File: config.mk
export PLATFORM = sky130hd
export DESIGN_NAME = asrc_ctrl
export DESIGN_NICKNAME = d
export VERILOG_FILES = /design/src/core/asrc_pkg.sv /design/src/core/asrc_timer.sv /design/src/core/asrc_ctrl.sv
export VERILOG_INCLUDE_DIRS = /design/src /design/src/core
export SDC_FILE = /design/constraint.sdc
export NUM_CORES = 1
export LEC_CHECK = 0
export ABC_AREA = 0
export ABC_CLOCK_PERIOD_IN_PS = 3800
export BUFFER_PORTS_ARGS = -buffer_cell sky130_fd_sc_hd__buf_2
export CAP_MARGIN = 10
export CORE_MARGIN = 2
export CORE_UTILIZATION = 35
export CTS_CLUSTER_SIZE = 20
export DETAILED_ROUTE_END_ITERATION = 8
export PLACE_DENSITY = 0.64
export SLEW_MARGIN = 25
export SYNTH_ARGS = -nofsm -noshare
export SYNTH_HDL_FRONTEND = slang
export SYNTH_SLANG_ARGS = --single-unit
File: constraint.sdc
create_clock -name clock -period 3.8 [get_ports clock]
set_input_delay 0.76 -clock clock [delete_from_list [all_inputs] [get_ports clock]]
set_output_delay 0.76 -clock clock [all_outputs]
set_load 0.005 [all_outputs]
File: src/core/asrc_params.svh
// Purpose: Timing and width constants for the asynchronous static memory controller.
// Assumes: 50 MHz clock, 20 ns period; 45 ns speed grade of the memory.
// Notes: Least times round up to whole cycles; a time of zero gives zero cycles.
`ifndef ASRC_PARAMS_SVH
`define ASRC_PARAMS_SVH
// ==========================================================
// Clock
`define ASRC_CLK_NS 20
// ==========================================================
// Memory timing in ns
`define ASRC_T_RC_NS 45
`define ASRC_T_AA_NS 45
`define ASRC_T_HZ_NS 15
`define ASRC_T_WP_NS 35
`define ASRC_T_AW_NS 40
`define ASRC_T_WRITE_DATA_SETUP_NS 20
`define ASRC_T_OW_NS 5
// Extra cycles so read data has crossed the three-stage synchroniser.
`define ASRC_SYNC_CYC 3
`define ASRC_CYC_UP(ns) (((ns) + `ASRC_CLK_NS - 1) / `ASRC_CLK_NS)
// ==========================================================
// Geometry
`define ASRC_ADDR_W 21
`define ASRC_DATA_W 8
`define ASRC_CNT_W 4
`endif

File: src/core/asrc_pkg.sv
// Purpose: Types for the asynchronous static memory controller.
// Assumes: Constants come from asrc_params.svh.
// Notes: Address and control pins travel as one packed struct; the data lines are separate ports.
`include "asrc_params.svh"
package asrc_pkg;
    // ==========================================================
    // Pin group toward the memory
    typedef struct packed {
        logic [`ASRC_ADDR_W-1:0] word_address_lines;
        logic select_low_active_n;
        logic select_high_active;
        logic out_enable_n;
        logic write_enable_n;
    } asrc_pins_t;
    // ==========================================================
    // Controller states
    typedef enum logic [6:0] {
        ASRC_IDLE = 7'h01,
        ASRC_RD = 7'h02,
        ASRC_WR = 7'h04,
        ASRC_WREC = 7'h08,
        ASRC_TURN = 7'h10,
        ASRC_RET = 7'h20,
        ASRC_RECOV = 7'h40
    } asrc_state_t;
endpackage

File: src/core/asrc_timer.sv
// Purpose: Down counter that marks when a programmed number of cycles has passed.
// Assumes: Load and run are from the same clock domain.
// Notes: done is high while the count is zero.
`include "asrc_params.svh"
module asrc_timer #(
    parameter int CW = `ASRC_CNT_W
) (
    input wire logic clock,
    input wire logic rst,
    input wire logic load,
    input wire logic [CW-1:0] value,
    output logic done
);
    logic [CW-1:0] cnt_r;
    if (CW < 2) begin : g_bad_cw
        $error("asrc_timer: counter too narrow");
    end
    // ==========================================================
    // Counter
    always_ff @(posedge clock) begin
        if (rst) begin
            cnt_r <= '0;
        end else if (load) begin
            cnt_r <= value;
        end else if (cnt_r != '0) begin
            cnt_r <= cnt_r - 1'b1;
        end
    end
    assign done = (cnt_r == '0);
endmodule

File: src/core/asrc_ctrl.sv
// Purpose: Host controller that reads and writes an asynchronous 2M x 8 static memory.
// Assumes: 50 MHz clock; memory pins are driven straight from flip-flops.
// Notes: One access at a time; retention entry is requested by a level.
`include "asrc_params.svh"
module asrc_ctrl
    import asrc_pkg::*;
#(
    parameter int AW = `ASRC_ADDR_W,
    parameter int DW = `ASRC_DATA_W
) (
    input wire logic clock,
    input wire logic rst,
    input wire logic req_valid,
    input wire logic req_write,
    input wire logic [AW-1:0] req_addr,
    input wire logic [DW-1:0] req_wdata,
    output logic req_ready,
    output logic [DW-1:0] rsp_rdata,
    output logic rsp_valid,
    input wire logic retain_req,
    output logic retain_ack,
    output asrc_pins_t mem_pins,
    input wire logic [DW-1:0] shared_data_lines_in,
    output logic [DW-1:0] shared_data_lines_out,
    output logic shared_data_lines_oe
);
    localparam logic [`ASRC_CNT_W-1:0] RD_CYC = `ASRC_CNT_W'(`ASRC_CYC_UP(`ASRC_T_AA_NS));
    localparam int WP_MIN_NS = `ASRC_T_HZ_NS + `ASRC_T_WRITE_DATA_SETUP_NS + 1;
    localparam logic [`ASRC_CNT_W-1:0] WP_CYC = `ASRC_CNT_W'(`ASRC_CYC_UP(
        `ASRC_T_WP_NS > WP_MIN_NS ? `ASRC_T_WP_NS : WP_MIN_NS));
    localparam logic [`ASRC_CNT_W-1:0] SYNC_CYC = `ASRC_CNT_W'(`ASRC_SYNC_CYC);
    localparam logic [`ASRC_CNT_W-1:0] HZ_CYC = `ASRC_CNT_W'(`ASRC_CYC_UP(`ASRC_T_HZ_NS));
    localparam logic [`ASRC_CNT_W-1:0] RC_CYC = `ASRC_CNT_W'(`ASRC_CYC_UP(`ASRC_T_RC_NS));
    if (AW != `ASRC_ADDR_W) begin : g_bad_aw
        $error("asrc_ctrl: address width must be 21");
    end
    if (DW != `ASRC_DATA_W) begin : g_bad_dw
        $error("asrc_ctrl: data width must be 8");
    end

    asrc_state_t state_r;
    asrc_state_t state_nxt;
    logic tmr_load;
    logic [`ASRC_CNT_W-1:0] tmr_value;
    logic tmr_done;
    logic [DW-1:0] rdata_sync1_r;
    logic [DW-1:0] rdata_sync2_r;
    logic [DW-1:0] rdata_sync3_r;
    logic ret_s1_r;
    logic ret_s2_r;
    logic ret_s3_r;
    logic ret_lvl_r;

    asrc_timer #(.CW(`ASRC_CNT_W)) asrc_timer_inst (
        .clock(clock),
        .rst(rst),
        .load(tmr_load),
        .value(tmr_value),
        .done(tmr_done)
    );

    // ==========================================================
    // Input synchronisers
    // The read bus is asynchronous to this clock, so data is taken only after
    // the second and third stages agree; the access wait covers this margin.
    always_ff @(posedge clock) begin
        if (rst) begin
            rdata_sync1_r <= '0;
            rdata_sync2_r <= '0;
            rdata_sync3_r <= '0;
            ret_s1_r <= 1'b0;
            ret_s2_r <= 1'b0;
            ret_s3_r <= 1'b0;
            ret_lvl_r <= 1'b0;
        end else begin
            rdata_sync1_r <= shared_data_lines_in;
            rdata_sync2_r <= rdata_sync1_r;
            rdata_sync3_r <= rdata_sync2_r;
            ret_s1_r <= retain_req;
            ret_s2_r <= ret_s1_r;
            ret_s3_r <= ret_s2_r;
            if (ret_s2_r == ret_s3_r) begin
                ret_lvl_r <= ret_s3_r;
            end
        end
    end

    // ==========================================================
    // Sequencer
    always_comb begin
        state_nxt = state_r;
        tmr_load = 1'b0;
        tmr_value = RD_CYC;
        unique case (state_r)
            ASRC_IDLE: begin
                // A request offered while ready was shown is served before retention,
                // so the user never sees a taken request dropped.
                if (req_valid && req_ready && req_write) begin
                    state_nxt = ASRC_WR;
                    tmr_load = 1'b1;
                    tmr_value = WP_CYC;
                end else if (req_valid && req_ready) begin
                    state_nxt = ASRC_RD;
                    tmr_load = 1'b1;
                    tmr_value = RD_CYC + SYNC_CYC;
                end else if (ret_lvl_r) begin
                    state_nxt = ASRC_RET;
                end
            end
            ASRC_RD: begin
                if (tmr_done && rdata_sync2_r == rdata_sync3_r) begin
                    state_nxt = ASRC_TURN;
                    tmr_load = 1'b1;
                    tmr_value = HZ_CYC;
                end
            end
            ASRC_WR: begin
                if (tmr_done) begin
                    state_nxt = ASRC_WREC;
                end
            end
            ASRC_WREC: begin
                state_nxt = ASRC_IDLE;
            end
            ASRC_TURN: begin
                if (tmr_done) begin
                    state_nxt = ASRC_IDLE;
                end
            end
            ASRC_RET: begin
                if (!ret_lvl_r) begin
                    state_nxt = ASRC_RECOV;
                    tmr_load = 1'b1;
                    tmr_value = RC_CYC;
                end
            end
            ASRC_RECOV: begin
                if (tmr_done) begin
                    state_nxt = ASRC_IDLE;
                end
            end
        endcase
    end

    always_ff @(posedge clock) begin
        if (rst) begin
            state_r <= ASRC_IDLE;
        end else begin
            state_r <= state_nxt;
        end
    end

    // ==========================================================
    // Memory pins
    // Address and selects change together and stay until the access ends, so
    // the address is never later than the selects.
    always_ff @(posedge clock) begin
        if (rst) begin
            mem_pins.word_address_lines <= '0;
            mem_pins.select_low_active_n <= 1'b1;
            mem_pins.select_high_active <= 1'b0;
            mem_pins.out_enable_n <= 1'b1;
            mem_pins.write_enable_n <= 1'b1;
        end else if (state_r == ASRC_IDLE && state_nxt == ASRC_RD) begin
            mem_pins.word_address_lines <= req_addr;
            mem_pins.select_low_active_n <= 1'b0;
            mem_pins.select_high_active <= 1'b1;
            mem_pins.out_enable_n <= 1'b0;
            mem_pins.write_enable_n <= 1'b1;
        end else if (state_r == ASRC_IDLE && state_nxt == ASRC_WR) begin
            // Output enable stays high so the memory never drives during a write.
            mem_pins.word_address_lines <= req_addr;
            mem_pins.select_low_active_n <= 1'b0;
            mem_pins.select_high_active <= 1'b1;
            mem_pins.out_enable_n <= 1'b1;
            mem_pins.write_enable_n <= 1'b0;
        end else if (state_nxt == ASRC_WREC) begin
            mem_pins.write_enable_n <= 1'b1;
        end else if (state_nxt == ASRC_IDLE || state_nxt == ASRC_TURN ||
                     state_nxt == ASRC_RET || state_nxt == ASRC_RECOV) begin
            mem_pins.select_low_active_n <= 1'b1;
            mem_pins.select_high_active <= 1'b0;
            mem_pins.out_enable_n <= 1'b1;
            mem_pins.write_enable_n <= 1'b1;
        end
    end

    // ==========================================================
    // Data bus drive
    always_ff @(posedge clock) begin
        if (rst) begin
            shared_data_lines_out <= '0;
            shared_data_lines_oe <= 1'b0;
        end else if (state_r == ASRC_IDLE && state_nxt == ASRC_WR) begin
            shared_data_lines_out <= req_wdata;
            shared_data_lines_oe <= 1'b1;
        end else if (state_r == ASRC_WREC) begin
            shared_data_lines_oe <= 1'b0;
        end
    end

    // ==========================================================
    // User side
    always_ff @(posedge clock) begin
        if (rst) begin
            rsp_rdata <= '0;
            rsp_valid <= 1'b0;
            req_ready <= 1'b0;
            retain_ack <= 1'b0;
        end else begin
            rsp_valid <= 1'b0;
            if (state_r == ASRC_RD && state_nxt == ASRC_TURN) begin
                rsp_rdata <= rdata_sync3_r;
                rsp_valid <= 1'b1;
            end
            req_ready <= (state_nxt == ASRC_IDLE) && !ret_lvl_r;
            retain_ack <= (state_nxt == ASRC_RET);
        end
    end
endmodule

### After elaboration in Yosys (flattened, before gate mapping)

Index checks and enable logic that the tools add are counted.

| operators by class | value |
|---|---|
| add/sub/neg operators | 1 |
| eq/ne operators | 17 |
| mux-type cells | 28 |
| reduce and logical (&&, ||, !) cells | 21 |

Operators by type and width:

| operator | number |
|---|---|
| 2-to-1 mux 7 bit | 7 |
| one-hot mux 7 bit (6 select lines) | 1 |
| 2-to-1 mux 25 bit | 1 |
| 2-to-1 mux 21 bit | 1 |
| 2-to-1 mux 4 bit | 4 |
| equality test 7 x 1 -> 1 bit (second input constant) | 2 |
| equality test 7 x 2 -> 1 bit (second input constant) | 2 |
| equality test 7 x 3 -> 1 bit (second input constant) | 2 |
| equality test 7 x 4 -> 1 bit (second input constant) | 2 |
| equality test 7 x 5 -> 1 bit (second input constant) | 2 |
| equality test 7 x 6 -> 1 bit (second input constant) | 2 |
| equality test 7 bit (second input constant) | 2 |
| 2-to-1 mux 3 bit | 3 |
| equality test 8 bit | 1 |
| 2-to-1 mux 1 bit | 8 |
| logical AND 1 bit | 7 |
| one-hot mux 3 bit (2 select lines) | 1 |
| nonzero test 2 bit | 3 |
| nonzero test 3 bit | 2 |
| logical NOT 4 bit | 1 |
| nonzero test 4 bit | 1 |
| OR reduction 2 bit | 2 |
| subtractor 4 x 1 -> 4 bit (second input constant) | 1 |
| logical OR 1 bit | 3 |
| 6 further kinds | 6 |

| storage, ports and cells | value |
|---|---|
| flip-flop bits (word level) | 84 |
| bits of input ports | 42 |
| output and inout bits | 45 |
| word-level logic and storage cells | 87 |

### Logic depth before layout (Yosys ltp)

Gate-level depths: netlist of the first run.

| logic depth | value |
|---|---|
| word-level depth | 12 |
| mapped depth | 10 |
| gate-level depth less buffers | 9 |

### Cells and area by module

From an unflattened synthesis of the first run, not the netlist that was laid out.

| unflattened totals | value |
|---|---|
| cells, all modules | 364 |
| area total of the unflattened synthesis | 3,379.5 µm² |

By module, submodules not included:

| module | times used | cells an instance | area an instance (µm²) | sequential area each (µm²) |
|---|---|---|---|---|
| asrc_ctrl | 1 | 340 | 3,150.5 | 1,601.5 |
| asrc_timer | 1 | 24 | 229.0 | 80.1 |

### Worst setup path after synthesis of the first run

No wires, ideal clock.

| path | value |
|---|---|
| path type | register to register |
| from | reg asrc_timer_inst.cnt_r[0] |
| to | reg mem_pins[10] in the netlist's numbering |
| arrival | 2.049 ns |
| required time | 3.672 ns |
| slack | 1.624 ns |
| cell stages (with the launch flop) | 11 |
| buffers on the path | 1 |
| clock period less this slack | 2.176 ns |
| cells stage by stage | dfxtp_1 > inv_1 > ha_1 > nor3b_2 > nand4_1 > nor3_1 > o22ai_1 > o21bai_2 > buf_6 > mux2i_1 > nor2_1 |

| on the way | value |
|---|---|
| word-level cells in the longest chain between the ends | 7 |
| elaborated cells between the ends (all ways) | 12 |

RTL lines:

| what | line | text |
|---|---|---|
| start, declared | asrc_timer.sv:14 | `logic [CW-1:0] cnt_r;` |
| start signal, assigned | asrc_timer.sv:24 | `cnt_r <= value;` |
| start signal, assigned | asrc_timer.sv:26 | `cnt_r <= cnt_r - 1'b1;` |
| logical NOT 4 bit * | asrc_timer.sv:29 | `assign done = (cnt_r == '0);` |
| logical AND 1 bit | asrc_ctrl.sv:111 | `if (tmr_done && rdata_sync2_r == rdata_sync3_r) begin` |
| 2-to-1 mux 7 bit | asrc_ctrl.sv:111 |  |
| one-hot mux 7 bit (6 select lines) * | asrc_ctrl.sv:94 | `unique case (state_r)` |
| equality test 7 x 2 -> 1 bit / equality test 7 x 3 -> 1 bit (equally long branches) | asrc_ctrl.sv:164, asrc_ctrl.sv:170 |  |
| logical AND 1 bit, on equally long branches | asrc_ctrl.sv:164, asrc_ctrl.sv:170 |  |
| 2-to-1 mux 25 bit / nonzero test 2 bit (equally long branches) | n/a |  |
| end, declared | asrc_ctrl.sv:22 | `output asrc_pins_t mem_pins,` |

Every way passes the cells marked *; elsewhere a longest branch is shown, timed or not.
A chain may end at the register's enable or synchronous reset.

### Final worst setup path of the first run

| path | value |
|---|---|
| from | reg asrc_timer_inst.cnt_r[0] |
| to | reg mem_pins[2] in the netlist's numbering |

| on the way | value |
|---|---|
| word-level cells in the longest chain between the ends | 10 |
| elaborated cells between the ends (all ways) | 23 |

RTL lines:

| what | line | text |
|---|---|---|
| logical NOT 4 bit * | asrc_timer.sv:29 |  |
| logical AND 1 bit | asrc_ctrl.sv:111 |  |
| 2-to-1 mux 7 bit | asrc_ctrl.sv:111 |  |
| one-hot mux 7 bit (6 select lines) * | asrc_ctrl.sv:94 |  |
| equality test 7 x 1 -> 1 bit / equality test 7 x 5 -> 1 bit (equally long branches) | asrc_ctrl.sv:179 | `end else if (state_nxt == ASRC_IDLE \|\| state_nxt == ASRC_TURN \|\|` |
| logical OR 1 bit (2 in series) | asrc_ctrl.sv:179 |  |
| logical OR 1 bit | asrc_ctrl.sv:180 | `state_nxt == ASRC_RET \|\| state_nxt == ASRC_RECOV) begin` |
| nonzero test 3 bit (no source line) | n/a |  |
| AND reduction 2 bit (no source line) | n/a |  |

Marks and branches as above.

==> metrics.txt, run 1 <==
# TYPE chip_impl_metric gauge
chip_impl_info{name="outcome",value="completed"} 1
chip_impl_metric{name="totalPowerFinal",unit="mW"} 2.976
chip_impl_metric{name="cts.reportedPaths.clkPinSlew",unit="ns"} 0.08
chip_impl_metric{name="post-dp-hpwl",unit="mm"} 5.308
chip_impl_metric{name="floorplan.die_area",unit="mm^2"} 0.01054
chip_impl_metric{name="clock_path_buffers",unit=""} 2
chip_impl_metric{name="p_leak",unit="nW"} 1.902
chip_impl_metric{name="grt_overflow_total",unit=""} 0
chip_impl_info{name="timing.hold.worst.class",value="reg2reg"} 1
chip_impl_metric{name="preCtsSetupSlack",unit="ns"} 1.167
chip_impl_info{name="grt_setup_unrepaired",value="no"} 1
chip_impl_metric{name="post-cts-setup-buffers",unit=""} 0
chip_impl_metric{name="ys_seq_elements",unit=""} 84
chip_impl_metric{name="power.share.sequential",unit="%"} 40.2
chip_impl_metric{name="fraction_of_synthesis_flops_using_an_asynchronous_set_or_reset_pin",unit="%"} 0
chip_impl_metric{name="max_stage_delay",unit="ns"} 0.51
chip_impl_metric{name="cts_repair_resize_count",unit=""} 0
chip_impl_metric{name="htreeDepth",unit=""} 3
chip_impl_metric{name="route.final.wire_length",unit="mm"} 7.331
chip_impl_metric{name="drive_above_1_share",unit="%"} 25.22
chip_impl_metric{name="final.setup.tns",unit="ns"} 0
chip_impl_metric{name="port_buffers",unit=""} 86
chip_impl_metric{name="critical_path_arrival",unit="ns"} 2.92
chip_impl_metric{name="finalHoldViolCount",unit=""} 0
chip_impl_info{name="worstSetupStartpointType",value="register"} 1
chip_impl_metric{name="peakVddDrop",unit="uV"} 326.8
chip_impl_metric{name="holdBufCountCts",unit=""} 0
chip_impl_metric{name="largest_net_degree_at_the_start_of_global_routing",unit=""} 59
chip_impl_metric{name="total_power_divided_by_cell_area",unit="mW/mm^2"} 720.9
chip_impl_info{name="synth_ff_type",value="sky130_fd_sc_hd__dfxtp_1"} 1
chip_impl_metric{name="drtPass1Iterations",unit=""} 4
chip_impl_metric{name="syn-instance-count",unit=""} 365
chip_impl_metric{name="cts-buffers-inserted",unit=""} 9
chip_impl_metric{name="final_net_count",unit=""} 486
chip_impl_metric{name="route.detailed.vias_per_inst",unit=""} 4.757
chip_impl_metric{name="critPathRequiredTime",unit="ns"} 4.05
chip_impl_metric{name="synth-edff-count",unit=""} 0
chip_impl_metric{name="maxCapViolCount",unit=""} 0
chip_impl_metric{name="gp_congestion",unit=""} 0.8997
chip_impl_metric{name="antenna_violations_before_repair",unit=""} 0
chip_impl_metric{name="syn_area",unit="mm^2"} 0.003406
chip_impl_info{name="post_synth_most_frequent_cells",value="sky130_fd_sc_hd__dfxtp_1, sky130_fd_sc_hd__nor2_1, sky130_fd_sc_hd__nand2_1, sky130_fd_sc_hd__nor2b_1, sky130_fd_sc_hd__mux2i_1"} 1
chip_impl_metric{name="synth_warnings",unit=""} 0
chip_impl_metric{name="final.period_utilization",unit="%"} 70.31
chip_impl_metric{name="worst-slew-pin-transition",unit="ns"} 0.5718
chip_impl_metric{name="cellInternalPower",unit="mW"} 1.979
chip_impl_metric{name="worst_slew_margin_rel",unit="%"} 61.71
chip_impl_metric{name="die_width",unit="um"} 102.6
chip_impl_metric{name="first_pass_grt_wire_length",unit="mm"} 12.09
chip_impl_metric{name="grt_pass1_vias",unit=""} 2543
chip_impl_metric{name="clkSinkCount",unit=""} 84
chip_impl_metric{name="floorplan.initialDensity",unit="%"} 35.50
chip_impl_metric{name="ios",unit=""} 87
chip_impl_metric{name="synth_seq_area_share",unit="%"} 49.38
chip_impl_info{name="crit_path_cell_trace",value="inv_1 > ha_1 > nor3b_2 > nand4_1 > nor3_1 > o22ai_1 > o21bai_2 > buf_4 > nor2_1 > a31o_1"} 1
chip_impl_info{name="setup.worst_path.class",value="reg2reg"} 1
chip_impl_metric{name="synthDominantCellAreaShare",unit="%"} 49.38
chip_impl_metric{name="max_freq",unit="MHz"} 374.3
chip_impl_metric{name="dr_total_vias",unit=""} 2764
chip_impl_metric{name="area_growth_syn_to_layout",unit="%"} 21.23
chip_impl_info{name="netlist.top_cell.by_area",value="sky130_fd_sc_hd__dfxtp_1"} 1
chip_impl_metric{name="core_ar",unit="mm^2"} 0.009594
chip_impl_metric{name="insertion_delay",unit="ns"} 0.36
chip_impl_metric{name="worst-path-max-fanout",unit=""} 22
chip_impl_info{name="clock-root-buffer",value="sky130_fd_sc_hd__clkbuf_8"} 1
chip_impl_info{name="yosysMostFrequentCell",value="sky130_fd_sc_hd__dfxtp_1"} 1
chip_impl_metric{name="drt_iter0_markers",unit=""} 192
chip_impl_metric{name="synth_fp_nets",unit=""} 408
chip_impl_metric{name="switching_power",unit="mW"} 0.9973
chip_impl_metric{name="maxSlewViolCount",unit=""} 0
chip_impl_metric{name="min_cycle_time_layout",unit="ns"} 2.672
chip_impl_metric{name="postLayoutSetupSlackWorst",unit="ns"} 1.128
chip_impl_info{name="cpMaxStageDelayCell",value="sky130_fd_sc_hd__nor3b_2"} 1
chip_impl_metric{name="holdWs",unit="ns"} 0.4375
chip_impl_metric{name="clock-skew-final",unit="ns"} 0.01186
chip_impl_metric{name="setup-violations-final",unit=""} 0
chip_impl_metric{name="synth.distinct_cells",unit=""} 54
chip_impl_metric{name="remaining_drc_errors",unit=""} 0
chip_impl_metric{name="post_detailed_route_count_of_antenna_violating_nets",unit=""} 0
chip_impl_info{name="ys_top_cells_by_area",value="sky130_fd_sc_hd__dfxtp_1, sky130_fd_sc_hd__mux2i_1, sky130_fd_sc_hd__nor2b_1"} 1
chip_impl_metric{name="die_h",unit="um"} 102.6
chip_impl_metric{name="detail_route.wl_per_cell",unit="um"} 12.62
chip_impl_info{name="cp-end-kind",value="register"} 1
chip_impl_metric{name="diodes_inserted",unit=""} 0
chip_impl_metric{name="swShare",unit="%"} 33.51
chip_impl_metric{name="power.clock.fraction",unit="%"} 22.9
chip_impl_info{name="cts_tree",value="yes"} 1
chip_impl_metric{name="combinational_fraction_of_design_power",unit="%"} 36.9
chip_impl_metric{name="grt_use_total",unit="%"} 14.63
chip_impl_metric{name="fp-row-count",unit=""} 36
chip_impl_metric{name="synth_area_per_cell",unit="um^2"} 9.331
[through the flow]
step	cell area [um^2]	instances	utilization [%]
after floorplan	3406	365	-
after global placement	3913	565	40.78
after detailed placement	3913	565	40.78
after CTS	4129	581	43.04
after global routing	4129	581	43.04
final	4129	581	43.04
[registers in the layout (all words and copies together), names as in the netlist, 4 cells and up]
signal	flops
mem_pins	25
rsp_rdata	8
rdata_sync3_r	8
rdata_sync2_r	8
shared_data_lines_out	8
asrc_timer_inst.cnt_r	4
rdata_sync1_r	8
state_r	7
[power groups by stage]
stage	clock, mW	sequential (mW)	combinational [mW]
after floorplan	0	1.19	0.834
after global placement	0	1.21	1.09
after detailed placement	0	1.22	1.10
after CTS	0.707	1.20	1.11
after global routing	0.743	1.22	1.23
final	0.682	1.20	1.10
[critical path, delay by kind of cell, from the launching register on]
kind                     cells  cell delay (ns)
flip-flops                   1             0.33
AO/OA/AOI/OAI                3             0.50
buffers and inverters        2             0.43
adder cells (fa/ha/maj)      1             0.19
AND/OR/NAND/NOR              4             1.12
[cell usage in the layout, fill, tap and decap left out, types with 6 or more instances in the layout]
cell type | netlist | final
sky130_fd_sc_hd__nand2b_1 | 6 | 6
sky130_fd_sc_hd__a21oi_1 | 18 | 18
sky130_fd_sc_hd__buf_2 | 6 | 86
sky130_fd_sc_hd__xnor2_1 | 9 | 9
sky130_fd_sc_hd__dfxtp_1 | 84 | 84
sky130_fd_sc_hd__nand3_1 | 7 | 7
sky130_fd_sc_hd__nor2_1 | 48 | 48
sky130_fd_sc_hd__nor3_1 | 7 | 7
sky130_fd_sc_hd__nor4_1 | 6 | 6
sky130_fd_sc_hd__nand2_1 | 31 | 31
sky130_fd_sc_hd__nor2b_1 | 31 | 31
sky130_fd_sc_hd__clkbuf_8 | 0 | 10
sky130_fd_sc_hd__mux2i_1 | 29 | 29
[final timing paths]
kind                                          startpoint          endpoint  slack, ns  cells past startpoint
worst max-delay path            asrc_timer_inst.cnt_r[0]       mem_pins[2]       1.13                     10
worst min register to register          rdata_sync1_r[5]  rdata_sync2_r[5]       0.44                      1
worst min-delay path                    rdata_sync1_r[5]  rdata_sync2_r[5]       0.44                      1
worst max register to register  asrc_timer_inst.cnt_r[0]       mem_pins[2]       1.13                     10
[per-layer routing]
layer	wire length [um]	track usage, %	up-vias
met5	0	0	-
met4	166	8.103	0
met3	430	3.729	18
met2	3571	23.28	71
met1	3162	18.11	1266
li1	-	-	1409
[cell families (layout without fill, tap and decap cells)]
group,Yosys count,in the layout,synth area share (%)
mux,29,29,8.523
simple gates,166,166,26.19
compound gates,47,47,8.817
xor+xnor,12,12,3.086
flops,84,84,49.38
buf+inv,26,109,3.637
fa+ha+maj,1,1,0.3673
[final cells by class]
type | instances | area [um^2]
inverters | 5 | 18.77
clock buffers | 11 | 141.4
well taps | 133 | 166.4
repair buffers | 88 | 445.4
fillers | 959 | 5465
flip-flops and latches | 84 | 1682
multi-input cells | 255 | 1600
clock inverters | 5 | 75.07
No activity file was read; power rests on OpenSTA's default activity.
==> inputs of run 2 (changes only) <==
- ABC_CLOCK_PERIOD_IN_PS: 3800 -> 2500
- clock period: 3.8 -> 2.5 ns (I/O delays scaled with it)
==> metrics.txt, run 2 (synthesis results as in run 1) <==
# TYPE chip_impl_metric gauge
chip_impl_metric{name="post-dp-hpwl",unit="mm"} 5.654
chip_impl_metric{name="htreeDepth",unit=""} 3
chip_impl_metric{name="post_detailed_route_count_of_antenna_violating_nets",unit=""} 0
chip_impl_info{name="worstSetupStartpointType",value="register"} 1
chip_impl_metric{name="clock-skew-final",unit="ns"} 0.007136
chip_impl_metric{name="floorplan.die_area",unit="mm^2"} 0.01054
chip_impl_metric{name="gp_congestion",unit=""} 0.9609
chip_impl_metric{name="diodes_inserted",unit=""} 0
chip_impl_info{name="setup.worst_path.class",value="reg2reg"} 1
chip_impl_metric{name="route.final.wire_length",unit="mm"} 7.669
chip_impl_metric{name="dp_cells",unit=""} 577
chip_impl_metric{name="die_width",unit="um"} 102.6
chip_impl_metric{name="core_ar",unit="mm^2"} 0.009594
chip_impl_metric{name="holdBufCountCts",unit=""} 0
chip_impl_metric{name="largest_net_degree_at_the_start_of_global_routing",unit=""} 39
chip_impl_info{name="outcome",value="completed"} 1
chip_impl_metric{name="flip_flop_count_of_the_largest_register_all_copies_and_words_added",unit=""} 25
chip_impl_metric{name="critPathRequiredTime",unit="ns"} 2.74
chip_impl_metric{name="first_pass_grt_wire_length",unit="mm"} 11.99
chip_impl_metric{name="ff_latch_area",unit="mm^2"} 0.001683
chip_impl_metric{name="ios",unit=""} 87
chip_impl_metric{name="multiInputGateArea",unit="mm^2"} 0.001610
chip_impl_metric{name="min_cycle_time_layout",unit="ns"} 2.346
chip_impl_info{name="clock-root-buffer",value="sky130_fd_sc_hd__clkbuf_8"} 1
chip_impl_metric{name="drive_above_1_share",unit="%"} 27.98
chip_impl_metric{name="max_freq",unit="MHz"} 426.3
chip_impl_metric{name="cts.reportedPaths.clkPinSlew",unit="ns"} 0.08
chip_impl_metric{name="final.setup.tns",unit="ns"} 0
chip_impl_metric{name="cts-buffers-inserted",unit=""} 9
chip_impl_metric{name="p_leak",unit="nW"} 1.972
chip_impl_metric{name="peakVddDrop",unit="uV"} 541.3
chip_impl_metric{name="die_h",unit="um"} 102.6
chip_impl_metric{name="grt_overflow_total",unit=""} 0
chip_impl_metric{name="clock_path_buffers",unit=""} 2
chip_impl_metric{name="worst-slew-pin-transition",unit="ns"} 0.5212
chip_impl_metric{name="grt_use_total",unit="%"} 14.36
chip_impl_info{name="layout_commonest_cell",value="sky130_fd_sc_hd__buf_2"} 1
chip_impl_metric{name="fp-row-count",unit=""} 36
chip_impl_metric{name="antenna_violations_before_repair",unit=""} 0
chip_impl_metric{name="layout.cells.non_filler",unit=""} 594
chip_impl_metric{name="floorplan.initialDensity",unit="%"} 35.50
chip_impl_metric{name="grt_pass1_vias",unit=""} 2607
chip_impl_metric{name="totalPowerFinal",unit="mW"} 4.663
chip_impl_metric{name="critical_path_arrival",unit="ns"} 2.59
chip_impl_metric{name="total_power_divided_by_cell_area",unit="mW/mm^2"} 1097
chip_impl_metric{name="route.detailed.vias_per_inst",unit=""} 4.801
chip_impl_metric{name="worst_slew_margin_rel",unit="%"} 64.94
chip_impl_metric{name="remaining_drc_errors",unit=""} 0
chip_impl_metric{name="worst-path-max-fanout",unit=""} 9
chip_impl_metric{name="area_growth_syn_to_layout",unit="%"} 24.80
chip_impl_metric{name="clkSinkCount",unit=""} 84
chip_impl_metric{name="maxCapViolCount",unit=""} 0
chip_impl_metric{name="final.period_utilization",unit="%"} 93.84
chip_impl_metric{name="finalHoldViolCount",unit=""} 0
chip_impl_metric{name="port_buffers",unit=""} 86
chip_impl_info{name="grt_setup_unrepaired",value="no"} 1
chip_impl_metric{name="detail_route.wl_per_cell",unit="um"} 12.91
chip_impl_metric{name="dr_total_vias",unit=""} 2852
chip_impl_info{name="most_used_cells_in_the_layout_excluding_fill_and_tap_cells",value="sky130_fd_sc_hd__buf_2, sky130_fd_sc_hd__dfxtp_1, sky130_fd_sc_hd__nor2_1, sky130_fd_sc_hd__nand2_1, sky130_fd_sc_hd__nor2b_1"} 1
chip_impl_metric{name="setup-violations-final",unit=""} 0
chip_impl_metric{name="maxSlewViolCount",unit=""} 0
chip_impl_info{name="registers.top_by_ff_count",value="mem_pins"} 1
chip_impl_metric{name="drt_iter0_markers",unit=""} 127
chip_impl_info{name="cp-end-kind",value="register"} 1
chip_impl_info{name="timing.hold.worst.class",value="in2reg"} 1
chip_impl_metric{name="insertion_delay",unit="ns"} 0.34
chip_impl_metric{name="final_net_count",unit=""} 499
chip_impl_metric{name="drtPass1Iterations",unit=""} 4
chip_impl_metric{name="nFillCells",unit=""} 953
chip_impl_info{name="cts_tree",value="yes"} 1
## run 2: cell types whose count changed in the layout (fill, tap and decap cells not counted), sizes merged
cell / previous run / this run
buf: 88 / 101
## run 2: per-stage QoR
step / instance area [um^2] / util, % / hold slack (ns) / setup WS [ns]
after floorplan: 3406 / - / 0.4138 / 0.3238
after detailed placement: 4015 / 41.85 / 0.4204 / 0.1350
after global placement: 4015 / 41.85 / 0.4249 / 0.1739
after CTS: 4232 / 44.11 / 0.3442 / 0.1246
final: 4250 / 44.30 / 0.3584 / 0.1541
after global routing: 4250 / 44.30 / 0.3579 / 0.01008
## run 2: worst max-delay path, cell delays in order, from the launching register on
cell and delay, ns:
sky130_fd_sc_hd__dfxtp_1 0.48, sky130_fd_sc_hd__nor2b_1 0.37, sky130_fd_sc_hd__o21ai_1 0.12, sky130_fd_sc_hd__and3_1 0.18
sky130_fd_sc_hd__o31a_1 0.33, sky130_fd_sc_hd__nor4_2 0.32, sky130_fd_sc_hd__o21ai_1 0.20, sky130_fd_sc_hd__a31o_1 0.24
## run 2: layout make-up
class | instances | share of cell area [%]
clock buffers | 11 | 3.326
clock inverters | 5 | 1.766
inverters | 5 | 0.4416
multi-input cells | 255 | 37.89
flip-flops and latches | 84 | 39.59
well taps | 133 | 3.915
repair buffers | 101 | 13.07
## run 2: layer usage
layer | GRT usage [%] | share of wire, % | vias to the layer above
met1 | 17.13 | 43 | 1330
met5 | 0 | 0 | -
met3 | 3.729 | 5.0 | 15
li1 | - | - | 1428
met2 | 23.83 | 50 | 79
met4 | 7.385 | 2.3 | 0
## run 2: final timing paths
check	startpoint	to	slack, ns	cells past startpoint
worst max-delay path	state_r[6]	mem_pins[2]	0.15	7
worst min-delay path	req_write	asrc_timer_inst.cnt_r[2]	0.36	2
worst max register to register	state_r[6]	mem_pins[2]	0.15	7
worst min register to register	rdata_sync1_r[0]	rdata_sync2_r[0]	0.44	1
## run 2: what timing repair did
action / 4_1_cts / 5_1_grt
gates resized for setup: 0 / 3
endpoints found under the setup margin: 0 / 26
buffers inserted: 0 / 1
## run 2: power breakdown
group          internal, mW  switching, mW  total, mW
clock network         0.585          0.453       1.04
registers              1.63          0.173       1.80
logic                 0.886          0.938       1.82
total                  3.10           1.56       4.66
==> inputs of run 3 (changes only) <==
- ABC_CLOCK_PERIOD_IN_PS: 2500 -> 3020
- CORE_MARGIN: 2 -> default
- SYNTH_HIERARCHICAL: default -> 1
- clock period: 2.5 -> 3.02 ns (I/O delays scaled with it)
==> metrics.txt, run 3 <==
# TYPE chip_impl_metric gauge
chip_impl_info{name="setup.worst_path.class",value="reg2reg"} 1
chip_impl_metric{name="critical_path.n_buffers_inverters",unit=""} 1
chip_impl_info{name="most_used_cells_in_the_layout_excluding_fill_and_tap_cells",value="sky130_fd_sc_hd__buf_2, sky130_fd_sc_hd__dfxtp_1, sky130_fd_sc_hd__nand2_1, sky130_fd_sc_hd__nor2_1, sky130_fd_sc_hd__nor2b_1"} 1
chip_impl_metric{name="grt_overflow_total",unit=""} 0
chip_impl_metric{name="totalPowerFinal",unit="mW"} 2.534
chip_impl_metric{name="core_ar",unit="mm^2"} 0.009284
chip_impl_metric{name="preCtsSetupSlack",unit="ns"} 0.4733
chip_impl_metric{name="antenna_violations_before_repair",unit=""} 0
chip_impl_metric{name="drtPass1Iterations",unit=""} 4
chip_impl_metric{name="floorplan.die_area",unit="mm^2"} 0.01005
chip_impl_metric{name="final_net_count",unit=""} 491
chip_impl_metric{name="multiInputGateArea",unit="mm^2"} 0.001548
chip_impl_metric{name="critical_path_arrival",unit="ns"} 2.80
chip_impl_info{name="yosysMostFrequentCell",value="sky130_fd_sc_hd__dfxtp_1"} 1
chip_impl_metric{name="port_buffers",unit=""} 86
chip_impl_info{name="layout_commonest_cell",value="sky130_fd_sc_hd__buf_2"} 1
chip_impl_info{name="cts_tree",value="yes"} 1
chip_impl_metric{name="fraction_of_synthesis_flops_using_an_asynchronous_set_or_reset_pin",unit="%"} 0
chip_impl_metric{name="critPathRequiredTime",unit="ns"} 3.25
chip_impl_metric{name="synthDominantCellAreaShare",unit="%"} 49.76
chip_impl_metric{name="dp_cells",unit=""} 566
chip_impl_info{name="grt_setup_unrepaired",value="no"} 1
chip_impl_metric{name="cts_repair_resize_count",unit=""} 0
chip_impl_metric{name="detail_route.wl_per_cell",unit="um"} 12.71
chip_impl_metric{name="diodes_inserted",unit=""} 0
chip_impl_metric{name="ff_latch_area",unit="mm^2"} 0.001682
chip_impl_metric{name="critical_path_depth",unit=""} 10
chip_impl_metric{name="cts-buffers-inserted",unit=""} 9
chip_impl_info{name="clock-root-buffer",value="sky130_fd_sc_hd__clkbuf_8"} 1
chip_impl_metric{name="p_leak",unit="nW"} 1.706
chip_impl_metric{name="max_freq",unit="MHz"} 389.9
chip_impl_info{name="timing.hold.worst.class",value="reg2reg"} 1
chip_impl_metric{name="syn_area",unit="mm^2"} 0.003379
chip_impl_info{name="registers.top_by_ff_count",value="mem_pins"} 1
chip_impl_info{name="outcome",value="completed"} 1
chip_impl_metric{name="largest_net_degree_at_the_start_of_global_routing",unit=""} 42
chip_impl_info{name="critPathCapture",value="mem_pins[2]"} 1
chip_impl_metric{name="min_cycle_time_layout",unit="ns"} 2.565
chip_impl_metric{name="synth_area_per_cell",unit="um^2"} 9.284
chip_impl_metric{name="setup-violations-final",unit=""} 0
chip_impl_metric{name="synth.distinct_cells",unit=""} 61
chip_impl_info{name="cpMaxStageDelayCell",value="sky130_fd_sc_hd__a221oi_1"} 1
chip_impl_metric{name="clock-skew-final",unit="ns"} 0.01430
chip_impl_metric{name="worst-path-max-fanout",unit=""} 11
chip_impl_info{name="crit_path_cell_trace",value="inv_1 > ha_1 > nor3b_4 > or2_2 > o2111a_1 > a221oi_1 > nand2_1 > a211oi_1 > a21oi_2 > o221a_1"} 1
chip_impl_metric{name="cts.reportedPaths.clkPinSlew",unit="ns"} 0.08
chip_impl_metric{name="drive_above_1_share",unit="%"} 27.81
chip_impl_info{name="ys_top_cells_by_area",value="sky130_fd_sc_hd__dfxtp_1, sky130_fd_sc_hd__nand2_1, sky130_fd_sc_hd__nor2b_1"} 1
chip_impl_metric{name="max_stage_delay",unit="ns"} 0.50
chip_impl_metric{name="post_detailed_route_count_of_antenna_violating_nets",unit=""} 0
chip_impl_metric{name="ios",unit=""} 87
chip_impl_metric{name="die_h",unit="um"} 100.3
chip_impl_metric{name="finalHoldViolCount",unit=""} 0
chip_impl_metric{name="clkSinkCount",unit=""} 84
chip_impl_info{name="critical_path.reg2reg.endpoint",value="mem_pins[2]"} 1
chip_impl_metric{name="maxSlewViolCount",unit=""} 0
chip_impl_metric{name="drt_iter0_markers",unit=""} 101
chip_impl_metric{name="ys_seq_elements",unit=""} 84
chip_impl_metric{name="timing.reg2reg.worst_path_depth",unit=""} 10
chip_impl_metric{name="flip_flop_count_of_the_largest_register_all_copies_and_words_added",unit=""} 25
chip_impl_metric{name="postLayoutSetupSlackWorst",unit="ns"} 0.4552
chip_impl_metric{name="fp-row-count",unit=""} 35
chip_impl_metric{name="design_area",unit="mm^2"} 0.004091
chip_impl_metric{name="grt_use_total",unit="%"} 15.18
chip_impl_info{name="worstSetupStartpointType",value="register"} 1
chip_impl_metric{name="nFillCells",unit=""} 944
chip_impl_metric{name="worst_slew_margin_rel",unit="%"} 50.14
chip_impl_metric{name="worst-slew-pin-transition",unit="ns"} 0.7479
chip_impl_metric{name="holdBufCountCts",unit=""} 0
chip_impl_metric{name="htreeDepth",unit=""} 3
chip_impl_metric{name="final.period_utilization",unit="%"} 84.93
chip_impl_metric{name="peakVddDrop",unit="uV"} 269.1
chip_impl_metric{name="first_pass_grt_wire_length",unit="mm"} 11.90
chip_impl_metric{name="synth-edff-count",unit=""} 0
chip_impl_metric{name="layout.cells.non_filler",unit=""} 582
chip_impl_metric{name="remaining_drc_errors",unit=""} 0
chip_impl_metric{name="route.detailed.vias_per_inst",unit=""} 4.782
chip_impl_metric{name="route.final.wire_length",unit="mm"} 7.398
chip_impl_metric{name="synth_warnings",unit=""} 6
chip_impl_info{name="worstReg2RegStart",value="asrc_timer_inst/cnt_r[0]"} 1
chip_impl_metric{name="dpl_cell_area",unit="mm^2"} 0.003889
chip_impl_metric{name="synth_seq_area_share",unit="%"} 49.76
chip_impl_metric{name="post-dp-hpwl",unit="mm"} 5.256
chip_impl_metric{name="clock_path_buffers",unit=""} 2
chip_impl_metric{name="grt_pass1_vias",unit=""} 2553
chip_impl_metric{name="post-cts-setup-buffers",unit=""} 0
chip_impl_info{name="timing.critical_path.max_delay_family",value="compound AO/OA/AOI/OAI gates"} 1
chip_impl_metric{name="final.setup.tns",unit="ns"} 0
chip_impl_info{name="netlist.top_cell.by_area",value="sky130_fd_sc_hd__dfxtp_1"} 1
chip_impl_metric{name="reg2reg_slack",unit="ns"} 0.46
chip_impl_info{name="critPathLaunch",value="asrc_timer_inst/cnt_r[0]"} 1
chip_impl_metric{name="insertion_delay",unit="ns"} 0.35
chip_impl_metric{name="total_power_divided_by_cell_area",unit="mW/mm^2"} 619.3
chip_impl_metric{name="syn-instance-count",unit=""} 364
chip_impl_metric{name="die_width",unit="um"} 100.3
chip_impl_info{name="synth_ff_type",value="sky130_fd_sc_hd__dfxtp_1"} 1
chip_impl_metric{name="area_growth_syn_to_layout",unit="%"} 21.07
chip_impl_metric{name="dr_total_vias",unit=""} 2783
chip_impl_metric{name="synth_fp_nets",unit=""} 407
chip_impl_metric{name="floorplan.initialDensity",unit="%"} 36.40
chip_impl_metric{name="gp_congestion",unit=""} 0.8800
chip_impl_info{name="cp-end-kind",value="register"} 1
chip_impl_info{name="post_synth_most_frequent_cells",value="sky130_fd_sc_hd__dfxtp_1, sky130_fd_sc_hd__nand2_1, sky130_fd_sc_hd__nor2_1, sky130_fd_sc_hd__nor2b_1, sky130_fd_sc_hd__a21oi_1"} 1
chip_impl_metric{name="maxCapViolCount",unit=""} 0
[run 3: per-stage QoR]
stage,utilization (%),hold slack [ns]
floorplan,-,0.4138
finish,44.07,0.4344
global placement,41.89,0.4168
CTS,44.07,0.4402
global route,44.07,0.4521
detailed placement,41.89,0.4204
[run 3: where the power goes]
| group | switching [mW] | total [mW] | internal, mW |
|---|---|---|---|
| clock network | 0.382 | 0.812 | 0.430 |
| logic | 0.255 | 0.475 | 0.220 |
| registers | 0.0608 | 1.25 | 1.19 |
[run 3: routing by layer]
metal | routed length, um | GRT usage (%)
met1 | 3453 | 19.61
met2 | 3296 | 23.39
met3 | 449 | 3.621
met4 | 198 | 8.250
met5 | 0 | 0
[run 3: how the worst min path moves through the flow]
stage	depth (start not counted)	slack [ns]	from	end
CTS	1	0.44	rdata_sync1_r[7]	rdata_sync2_r[7]
global route	2	0.45	shared_data_lines_in[2]	rdata_sync1_r[2]
floorplan	1	0.41	rdata_sync1_r[0]	rdata_sync2_r[0]
detailed placement	1	0.42	rdata_sync1_r[7]	rdata_sync2_r[7]
finish	1	0.43	rdata_sync1_r[6]	rdata_sync2_r[6]
global placement	1	0.42	rdata_sync1_r[3]	rdata_sync2_r[3]
[run 3: cell type report]
| cell class | count | share of cell area [%] |
|---|---|---|
| flip-flops and latches | 84 | 41.10 |
| multi-input cells | 255 | 37.83 |
| repair buffers | 92 | 11.62 |
| well taps | 129 | 3.945 |
| clock buffers | 13 | 3.884 |
| clock inverters | 3 | 1.070 |
| inverters | 6 | 0.5505 |
[run 3: worst register-to-register path: cells and delay by family, from the launching register on]
family | cells | cell delay, ns
flops | 1 | 0.35
buf+inv | 1 | 0.08
fa+ha+maj | 1 | 0.23
compound gates | 5 | 1.20
simple gates | 3 | 0.60
[run 3: cell families (layout without fill, tap and decap cells)]
family / Yosys count / after routing / synth area share, %
DFF: 84 / 84 / 49.76
adders and majority gates: 1 / 1 / 0.3702
muxes: 17 / 17 / 5.072
AOI/OAI and AO/OA: 57 / 57 / 10.66
and+or+nand+nor: 167 / 167 / 26.47
buffers and inverters: 25 / 114 / 4.442
other: 1 / 1 / 0.1110
xor gates and xnor gates: 12 / 12 / 3.110
